### config.mk
export PLATFORM = sky130hd
export DESIGN_NAME = estop_io_logic
export DESIGN_NICKNAME = d
export VERILOG_FILES = /design/src/estop_io_logic.v /design/src/func_select.v
export VERILOG_INCLUDE_DIRS = /design/src
export SDC_FILE = /design/constraint.sdc
export NUM_CORES = 1
export LEC_CHECK = 0
export CAP_MARGIN = 20
export CORE_UTILIZATION = 35
export CTS_CLUSTER_DIAMETER = 60
export DETAILED_ROUTE_END_ITERATION = 10
export DONT_BUFFER_PORTS = 1
export GPL_ROUTABILITY_DRIVEN = 0
export GPL_TIMING_DRIVEN = 1
export PLACE_DENSITY = 0.58
export SLEW_MARGIN = 20
export SYNTH_ARGS = -nofsm -noshare
export SYNTH_HDL_FRONTEND = slang
export SYNTH_HIERARCHICAL = 1
export SYNTH_SLANG_ARGS = --single-unit
### constraint.sdc
create_clock -name CORE_CLK_I -period 1.83 [get_ports CORE_CLK_I]
set_clock_uncertainty 0.05 [all_clocks]
set_input_delay 0.0915 -clock CORE_CLK_I [delete_from_list [all_inputs] [get_ports CORE_CLK_I]]
set_output_delay 0.0915 -clock CORE_CLK_I [all_outputs]
set_load 0.005 [all_outputs]
### src/estop_io_defs.vh
// constants shared by the terminal function and emergency stop logic
`ifndef ESTOP_IO_DEFS_VH
`define ESTOP_IO_DEFS_VH
`define OC_FUNC_COUNT      6'd51
`define RELAY_FUNC_COUNT   6'd43
`define FUNC_SEL_W         6
`define OC_OUT_COUNT       5
`define TH_OHM_W           14
`define TH_OHM_MAX         14'd9999
`define TH_OHM_RESET       14'd3000
`define ALARM_CODE_OFF     2'd0
`define ALARM_CODE_3BIT    2'd1
`define ALARM_CODE_4BIT    2'd2
`define RELAY_FUNC_ALARM   6'h05
`define ESTOP_TRIP_CODE    4'he
`define TH_TRIP_CODE       4'h9
`define POL_NO             1'b0
`define POL_NC             1'b1
`endif

### src/estop_io_logic.v
// terminal output mapping, thermistor trip and hardware emergency stop
`timescale 1ns/1ps
`include "estop_io_defs.vh"
module estop_io_logic
  (
  input  wire        CORE_CLK_I,
  input  wire        RST_B_I,
  input  wire        ESTOP_ENABLE_SWITCH_I,
  input  wire [7:0]  CONTACT_IN_I,
  input  wire [7:0]  IN_POLARITY_I,
  input  wire [7:0]  IN_FUNC_RESET_MASK_I,
  input  wire [63:0] STATUS_FUNCS_I,
  input  wire [29:0] OC_FUNC_SEL_I,
  input  wire [5:0]  RELAY_FUNC_SEL_I,
  input  wire [1:0]  ALARM_CODE_OUTPUT_SETTING_I,
  input  wire [3:0]  ALARM_CAUSE_I,
  input  wire        PROTECT_TRIP_I,
  input  wire [13:0] THERMISTOR_OHM_I,
  input  wire [13:0] TH_THRESHOLD_I,
  input  wire        TH_THRESHOLD_WE_I,
  input  wire        KEYPAD_RELEASE_I,
  input  wire        SW_GATE_EN_I,
  output reg  [4:0]  OC_OUT_O,
  output reg         RELAY_OUT_O,
  output reg         GATE_ENABLE_O,
  output reg         ESTOP_TRIP_O,
  output reg         TH_TRIP_O,
  output reg  [3:0]  TRIP_CODE_O,
  output reg         DRIVE_RESET_O,
  output reg  [7:0]  INPUT_FUNC_ACTIVE_O,
  output reg  [13:0] TH_THRESHOLD_O
  );

  reg  [13:0] th_thr_r;
  reg         estop_r;
  reg         th_trip_r;
  wire [7:0]  in_logic;
  wire [4:0]  oc_sel;
  wire        relay_sel;
  wire        reset_in;
  wire        stop_in;
  wire        estop_en;
  reg  [4:0]  oc_nxt;
  reg  [7:0]  pol_eff;
  integer     k;

  // overview of the data paths in this block:
  //  - reset and stop contact levels are folded through a per-input polarity so
  //    that a logic one means asserted; the mapped reset inputs use raw levels
  //  - with the stop switch on, input one is the trip reset and input
  //    three the stop line; their polarities are pinned, not configurable
  //  - the stop line is wired normally closed, so a cut or missing wire
  //    reads the same as a pressed stop button and trips the drive
  //  - the gate enable is cut straight from the stop input as well as
  //    from the latch, so the halt never waits on the latch update
  //  - every top-level output is registered, which costs one cycle of
  //    latency but keeps glitches off the pins
  // limitation: contact inputs are taken as already synchronous and
  // debounced; a bouncing reset contact simply releases a little early

  // the switch is a plain level; the factory position is off
  assign estop_en = ESTOP_ENABLE_SWITCH_I;

  // polarity of inputs one and three is pinned while the stop is enabled
  always @*
  begin
    pol_eff = IN_POLARITY_I;
    if (estop_en)
    begin
      pol_eff[0] = `POL_NO;
      pol_eff[2] = `POL_NC;
    end
  end

  assign in_logic = CONTACT_IN_I ^ pol_eff;
  assign reset_in = in_logic[0];
  // nc contact: open wire reads as logic one, i.e. stop commanded
  assign stop_in  = estop_en & in_logic[2];

  // output function catalogue selection
  // each status output owns one six-bit select; a select beyond the
  // catalogue end gives a quiet output instead of an undefined one
  genvar g;
  generate
    for (g = 0; g < 5; g = g + 1)
    begin : oc_map
      func_select u_sel
        (
        .status_i (STATUS_FUNCS_I),
        .sel_i    (OC_FUNC_SEL_I[g*6 +: 6]),
        .count_i  (`OC_FUNC_COUNT),
        .out_o    (oc_sel[g])
        );
    end
  endgenerate

  func_select u_relay
    (
    .status_i (STATUS_FUNCS_I),
    .sel_i    (RELAY_FUNC_SEL_I),
    .count_i  (`RELAY_FUNC_COUNT),
    .out_o    (relay_sel)
    );

  // alarm code mode overrides the first three or four outputs
  // the code is taken from the registered trip code so that the outputs
  // show the same cause that the trip code port reports
  always @*
  begin
    oc_nxt = oc_sel;
    if (ALARM_CODE_OUTPUT_SETTING_I == `ALARM_CODE_3BIT)
      oc_nxt[2:0] = TRIP_CODE_O[2:0];
    else if (ALARM_CODE_OUTPUT_SETTING_I == `ALARM_CODE_4BIT)
      oc_nxt[3:0] = TRIP_CODE_O;
  end

  // threshold register, writes above range are clipped
  always @(posedge CORE_CLK_I or negedge RST_B_I)
  begin
    if (!RST_B_I)
      th_thr_r <= `TH_OHM_RESET;
    else if (TH_THRESHOLD_WE_I)
      th_thr_r <= (TH_THRESHOLD_I > `TH_OHM_MAX) ?
                  `TH_OHM_MAX : TH_THRESHOLD_I;
  end

  // trip latches; set wins over a release in the same cycle
  // hazard: holding the reset contact closed while the stop line is
  // still open must not let the drive run, hence the set priority
  // the keypad may release a thermistor trip only while no emergency
  // stop is latched; the emergency trip itself answers to input one only
  always @(posedge CORE_CLK_I or negedge RST_B_I)
  begin
    if (!RST_B_I)
    begin
      estop_r   <= 1'b0;
      th_trip_r <= 1'b0;
    end
    else
    begin
      if (stop_in)
        estop_r <= 1'b1;
      else if (reset_in)
        estop_r <= 1'b0;
      if (THERMISTOR_OHM_I >= th_thr_r)
        th_trip_r <= 1'b1;
      else if (reset_in || (KEYPAD_RELEASE_I && !estop_r))
        th_trip_r <= 1'b0;
    end
  end

  // registered outputs; the gate path ignores software when stopped
  // trip code priority: emergency stop first, then thermistor, then the
  // cause handed in from the rest of the drive
  // the reset output follows input one when the stop is enabled and the
  // mapped reset inputs otherwise
  always @(posedge CORE_CLK_I or negedge RST_B_I)
  begin
    if (!RST_B_I)
    begin
      OC_OUT_O            <= 5'h00;
      RELAY_OUT_O         <= 1'b0;
      GATE_ENABLE_O       <= 1'b0;
      ESTOP_TRIP_O        <= 1'b0;
      TH_TRIP_O           <= 1'b0;
      TRIP_CODE_O         <= 4'h0;
      DRIVE_RESET_O       <= 1'b0;
      INPUT_FUNC_ACTIVE_O <= 8'hff;
      TH_THRESHOLD_O      <= `TH_OHM_RESET;
    end
    else
    begin
      OC_OUT_O      <= oc_nxt;
      // default relay function reports any protection halt
      RELAY_OUT_O   <= (RELAY_FUNC_SEL_I == `RELAY_FUNC_ALARM) ?
                       (PROTECT_TRIP_I | estop_r | th_trip_r) :
                       relay_sel;
      // stop input cuts the gate directly, not waiting on the latch
      GATE_ENABLE_O <= SW_GATE_EN_I & ~stop_in & ~estop_r &
                       ~th_trip_r;
      ESTOP_TRIP_O  <= estop_r;
      TH_TRIP_O     <= th_trip_r;
      TRIP_CODE_O   <= estop_r ? `ESTOP_TRIP_CODE :
                       th_trip_r ? `TH_TRIP_CODE :
                       ALARM_CAUSE_I;
      DRIVE_RESET_O <= estop_en ? reset_in :
                       |(CONTACT_IN_I & IN_FUNC_RESET_MASK_I);
      for (k = 0; k < 8; k = k + 1)
        INPUT_FUNC_ACTIVE_O[k] <= ~(estop_en && (k == 0 || k == 2));
      TH_THRESHOLD_O <= th_thr_r;
    end
  end

  // note: nothing here remembers the switch history; turning the switch
  // off hands inputs one and three back at once

endmodule // estop_io_logic

### src/func_select.v
// picks one status signal out of the output function catalogue
`timescale 1ns/1ps
module func_select
  (
  input  wire [63:0] status_i,
  input  wire [5:0]  sel_i,
  input  wire [5:0]  count_i,
  output wire        out_o
  );

  // selections past the catalogue end read as no function
  assign out_o = (sel_i < count_i) ? status_i[sel_i] : 1'b0;

endmodule // func_select
==> reports/qor.yml, run 1 <==
status: "finished clean"
final_common_cell: "mux4_2"
rsz0062_at_grt: "false"
r2r_slack_ps: 160
cp-end-kind: "register"
wl_microns: 19100
ys_seq_area_share_pct: 18.3
cap_violations: 0
first_global_vias: 5030
yosys_most_used_dff: "dfrtp_1"
startpoint_type: "input pin"
clk_pin_slew_ps: 60
postRouteAntennaNets: 0
vias: 4897
yosys_warnings: 6
hold_viol_final: 0
insertion_delay_ps: 290
path_max_fanout: 17
setup.worst_path.class: "in -> reg"
ir_drop_mv: 0.602
utilization_pct: 39.0
die_w_microns: 136
power_frac_clock_pct: 30.0
h-tree-depth: 2
layout_setup_ws_ps: 121
period_share_pct: 93.4
grtUsageMet2_pct: 36.8
leakagePower_nw: 2.81
power.switching_mw: 0.894
synth.distinct_cells: 50
syn_avg_cell_area_sq_um: 11.8
die_y_microns: 136
fmax_mhz: 585
fp-row-count: 48
grt_max_degree: 46
power_density_mw_per_mm2: 499
antennaDiodeCount: 0
dp_slack_ps: 79.6
hold_class: "in -> reg"
area_growth_pct: 8.18
cts_buffers: 5
worstMarginPinSlew_ps: 614
initial_core_util_pct: 36.0
p_sw_share_pct: 26.5
netlist_instances: 531
initialDrtViolationCount: 390
cts_tree: "yes"
hpwl_microns: 14800
slew_headroom_pct: 58.9
grt_use_met1_pct: 22.1
required_ps: 1980
final_area_sq_mm: 0.00676
routed_via_density: 6.21
grt_remaining_overflow: 0
arrival_ps: 1860
syn_area_sq_mm: 0.00625
fin_tns_setup_ps: 0
power_frac_comb_pct: 33.9
antenna_found_initial: 0
root_buffer: "clkbuf_16"
final_nets: 772
numPortBuffers: 0
dieArea_sq_mm: 0.0184
synth-seq-cells: 45
grt_most_used_layer: "met2"
slew_violations: 0
grt_pass1_wl_microns: 28500
synth_edf_count: 0
setup_viol: 0
p_seq_share_pct: 36.1
intPower_mw: 2.48
placed_cell_area_sq_mm: 0.00625
min_period_ps: 1710
post-route-drc-count: 0
hold_slack_ps: 18.3
drive_above_1_share_pct: 20.4
drt_pass1_iterations: 5
clock-sinks: 45
ioPinCount: 201
gr-usage-met3_pct: 9.39
mostFrequentLayoutCells: "mux4_2, inv_1, ha_1, conb_1, dlygate4sd3_1"
synthArstFlopShare_pct: 100
wl_per_cell_microns: 24.2
cts.path.max_buffers: 2
track_usage_pct: 20.8
core_sq_mm: 0.0174
==> cell type report <==
class | instances | area (sq um)
fill | 1644 | 10600
timing repair buffer | 32 | 338
multi-input combinational | 422 | 4620
tap | 225 | 282
inverter | 57 | 214
clock buffer | 6 | 129
clock inverter | 2 | 38.8
sequential | 45 | 1140
==> metrics by stage <==
step	cells	total power, mW
after floorplan	571	2.25
after global placement	749	2.23
after detailed placement	749	2.26
after CTS	789	3.38
after global routing	789	3.56
final	789	3.37
==> worst paths after layout <==
path / to / cells past startpoint / from
worst max-delay path: th_thr_r[11] / 4 / TH_THRESHOLD_WE_I
worst min-delay path: RELAY_OUT_O / 2 / RELAY_FUNC_SEL_I[3]
worst max register to register: th_trip_r / 6 / th_thr_r[5]
worst min register to register: TH_THRESHOLD_O[11] / 0 / th_thr_r[11]
max in group asynchronous: th_thr_r[5] / 2 / RST_B_I
min in group asynchronous: TH_THRESHOLD_O[6] / 2 / RST_B_I
==> what timing repair did <==
item,CTS,global route
endpoints found under the hold margin,68,0
hold buffers,32,0
setup buffers,0,0
gates resized for setup,0,1
endpoints found under the setup margin,0,1
==> flip-flops by register name, summed over array words and instances (netlist names) <==
signal and flops:
TH_TRIP_O 1, th_thr_r 14, RELAY_OUT_O 1, TRIP_CODE_O 4
OC_OUT_O 5, INPUT_FUNC_ACTIVE_O 1, estop_r 1, TH_THRESHOLD_O 14
GATE_ENABLE_O 1, DRIVE_RESET_O 1, th_trip_r 1, ESTOP_TRIP_O 1
==> Yosys cell counts (6+ instances only) <==
master / instances / area [sq um]
o21ai_0: 10 / 50.1
buf_8: 6 / 90.1
a31oi_1: 7 / 43.8
ha_1: 44 / 551
inv_1: 55 / 206
a2111oi_2: 6 / 90.1
mux4_2: 78 / 1760
o21a_1: 6 / 45.0
buf_6: 19 / 214
o221ai_1: 7 / 61.3
nor2_1: 24 / 90.1
dfstp_2: 15 / 394
nor3b_1: 6 / 45.0
a32o_1: 6 / 60.1
o31ai_1: 13 / 97.6
nand2_1: 29 / 109
nor3_1: 20 / 100
a21oi_1: 14 / 70.1
buf_2: 7 / 35.0
mux2i_1: 30 / 300
o32ai_1: 6 / 52.6
clkbuf_2: 6 / 30.0
buf_4: 7 / 52.6
o22a_1: 6 / 52.6
mux2_1: 6 / 67.6
mux4_1: 18 / 473
dfrtp_1: 30 / 751
a22o_1: 7 / 61.3
nand2b_1: 7 / 43.8
==> worst max-delay path, cell delays in order <==
cell and delay [ps]:
dlygate4sd3_1 930, nand3b_1 160, dlygate4sd3_1 590, o21ai_0 90
==> metal layers <==
layer | part of all wire (%) | wire (microns)
met1 | 33 | 6370
met4 | 1.5 | 286
met2 | 50 | 9640
met5 | 0 | 0
met3 | 15 | 2810
==> power by group through the flow <==
stage / logic [mW] / registers [mW] / clock network [mW]
after floorplan: 1.05 / 1.20 / 0
after global placement: 0.995 / 1.23 / 0
after detailed placement: 1.02 / 1.24 / 0
after CTS: 1.12 / 1.22 / 1.04
after global routing: 1.24 / 1.24 / 1.08
final: 1.14 / 1.22 / 1.01
==> kinds of logic (layout without fill, tap and decap cells) <==
logic type	Yosys count	in the layout	share of synthesized area, %
flip-flops	45	45	18.3
AO/OA/AOI/OAI	102	102	12.6
multiplexers	136	136	42.3
buffers and inverters	104	97	10.3
other	2	42	0.120
XOR/XNOR	2	2	0.280
AND/OR/NAND/NOR	96	96	7.28
adder cells (fa/ha/maj)	44	44	8.81
Power figures use the tool's default switching activity.
==> inputs of run 2 (changes only) <==
ABC_AREA = 1   (was not set)
CORE_UTILIZATION = 50   (was 35)
CTS_CLUSTER_SIZE = 16   (was not set)
PLACE_DENSITY = 0.74   (was 0.58)
==> reports/qor.yml, run 2 <==
insertion_delay_ps: 280
yosys_warnings: 6
syn_area_sq_mm: 0.00707
ioPinCount: 201
clock-sinks: 45
cts_buffers: 5
routed_via_density: 5.86
cp-end-kind: "register"
synth_top_family_by_area: "simple AND/OR/NAND/NOR gates"
synthTopCellsByCount: "nand2_1, nand3_1, inv_1"
wl_microns: 24600
setup.worst_path.class: "in -> reg"
cts_tree: "yes"
power_frac_clock_pct: 26.6
initialDrtViolationCount: 1372
netlist_instances: 1255
dieArea_sq_mm: 0.0146
fin_tns_setup_ps: 0
slew_headroom_pct: 66.5
drive_above_1_share_pct: 3.80
cts.path.max_buffers: 2
yosys_most_used_dff: "dfrtp_1"
required_ps: 2000
antenna_found_initial: 0
h-tree-depth: 2
die_w_microns: 121
rsz0062_at_grt: "false"
synth_xor_xnor_area_share_pct: 0.124
final_area_sq_mm: 0.00726
mostFrequentLayoutCells: "nand2_1, nand3_1, inv_1, ha_1, conb_1"
drt_pass1_iterations: 8
postRouteAntennaNets: 0
synth-seq-cells: 45
intPower_mw: 2.18
synth_edf_count: 0
synth.distinct_cells: 26
area_growth_pct: 2.76
initial_core_util_pct: 51.1
ys_seq_area_share_pct: 16.2
p_sw_share_pct: 35.5
syn_avg_cell_area_sq_um: 5.63
p_seq_share_pct: 35.8
hpwl_microns: 17000
slew_violations: 0
hold_viol_final: 0
period_share_pct: 93.7
vias: 8448
yosys.area_share.simple_pct: 56.0
power_frac_comb_pct: 37.7
numPortBuffers: 0
fill_cells: 1415
synthTopCellsByArea: "nand2_1, nand3_1, dfrtp_1"
largestRegisters: "TH_THRESHOLD_O: 14 flops, th_thr_r: 14 flops, OC_OUT_O: 5 flops"
synth_top_area_share_pct: 30.2
hold_class: "in -> reg"
track_usage_pct: 32.5
stdcell_count: 1442
grt_pass1_wl_microns: 37300
post-route-drc-count: 0
arrival_ps: 1880
ir_drop_mv: 0.510
startpoint_type: "input pin"
grt_remaining_overflow: 0
post_cts_buffers: 0
fmax_mhz: 583
synth_mux_area_share_pct: 0
hold_slack_ps: 9.92
placed_cell_area_sq_mm: 0.00674
synthArstFlopShare_pct: 100
leakagePower_nw: 3.92
final_nets: 1470
first_global_vias: 7443
power.switching_mw: 1.20
dp.cells: 1399
root_buffer: "clkbuf_16"
worstMarginPinSlew_ps: 501
power_density_mw_per_mm2: 466
yosysTopAreaCell: "nand2_1"
grt_max_degree: 46
wl_per_cell_microns: 17.1
cap_violations: 0
setup_viol: 0
min_period_ps: 1710
status: "finished clean"
antennaDiodeCount: 0
clk_pin_slew_ps: 70
final_common_cell: "nand2_1"
fp-row-count: 43
die_y_microns: 121
path_max_fanout: 33
dp_slack_ps: 329
synth-adder-area-share_pct: 7.79
layout_setup_ws_ps: 116
synth_compound_area_share_pct: 4.46
core_sq_mm: 0.0138
synth.most_common_cell: "nand2_1"
run 2: cells by family after synthesis:
kind of cell / count (synthesis)
buffers and inverters: 171
XOR/XNOR: 1
AND/OR/NAND/NOR: 939
other: 2
AO/OA/AOI/OAI: 53
flip-flops: 45
adder cells (fa/ha/maj): 44
run 2: worst paths after layout:
path / cells past startpoint / endpoint / start / slack (ps)
worst max-delay path: 14 / OC_OUT_O[3] / OC_FUNC_SEL_I[18] / 120
worst min-delay path: 2 / estop_r / IN_POLARITY_I[0] / 10
worst max register to register: 5 / RELAY_OUT_O / estop_r / 250
worst min register to register: 0 / TH_THRESHOLD_O[12] / th_thr_r[12] / 320
max in group asynchronous: 2 / TH_THRESHOLD_O[11] / RST_B_I / 1190
min in group asynchronous: 2 / TH_THRESHOLD_O[2] / RST_B_I / 270
run 2: final cells by class:
class | count | area [sq um] | area share, %
clock inverters | 3 | 21.3 | 0.293
well taps | 180 | 225 | 3.10
clock buffers | 5 | 125 | 1.72
flip-flops and latches | 45 | 1140 | 15.8
repair buffers | 35 | 368 | 5.07
inverters | 95 | 387 | 5.32
multi-input cells | 1079 | 4990 | 68.7
run 2: worst max-delay path, stage by stage:
cell and delay, ps:
inv_6 170, nand2_1 80, nand3_1 70, nand3_1 80, nand2_1 100, nand2_1 50, nand3_1 80, nand2_1 50
nand2_1 60, nand2_1 60, nor2_2 210, a21oi_1 60, a31oi_1 140, dlygate4sd3_1 570
run 2: power groups by stage:
stage          Combinational (mW)  Clock (mW)  Sequential, mW
2_1_floorplan                1.17           0            1.20
3_3_place_gp                 1.10           0            1.23
3_5_place_dp                 1.13           0            1.22
4_1_cts                      1.23       0.923            1.21
5_1_grt                      1.46       0.947            1.22
6_report                     1.27       0.899            1.21
run 2: through the flow:
stage,power [mW],util [%]
2_1_floorplan,2.37,-
3_3_place_gp,2.33,48.8
3_5_place_dp,2.35,48.8
4_1_cts,3.37,52.6
5_1_grt,3.63,52.5
6_report,3.38,52.5
run 2: metal layers:
| layer | routed length, microns | global-route usage [%] | up-vias |
|---|---|---|---|
| met3 | 3410 | 9.40 | 72 |
| met4 | 745 | 13.0 | 0 |
| met1 | 9250 | 40.9 | 3771 |
| met5 | 0 | 0 | - |
| li1 | - | - | 4024 |
| met2 | 11200 | 52.0 | 581 |
run 2: repair_timing:
item	CTS	global route
hold endpoints to repair	70	0
hold buffers	36	0
setup endpoints to repair	0	2
resized for setup	0	1
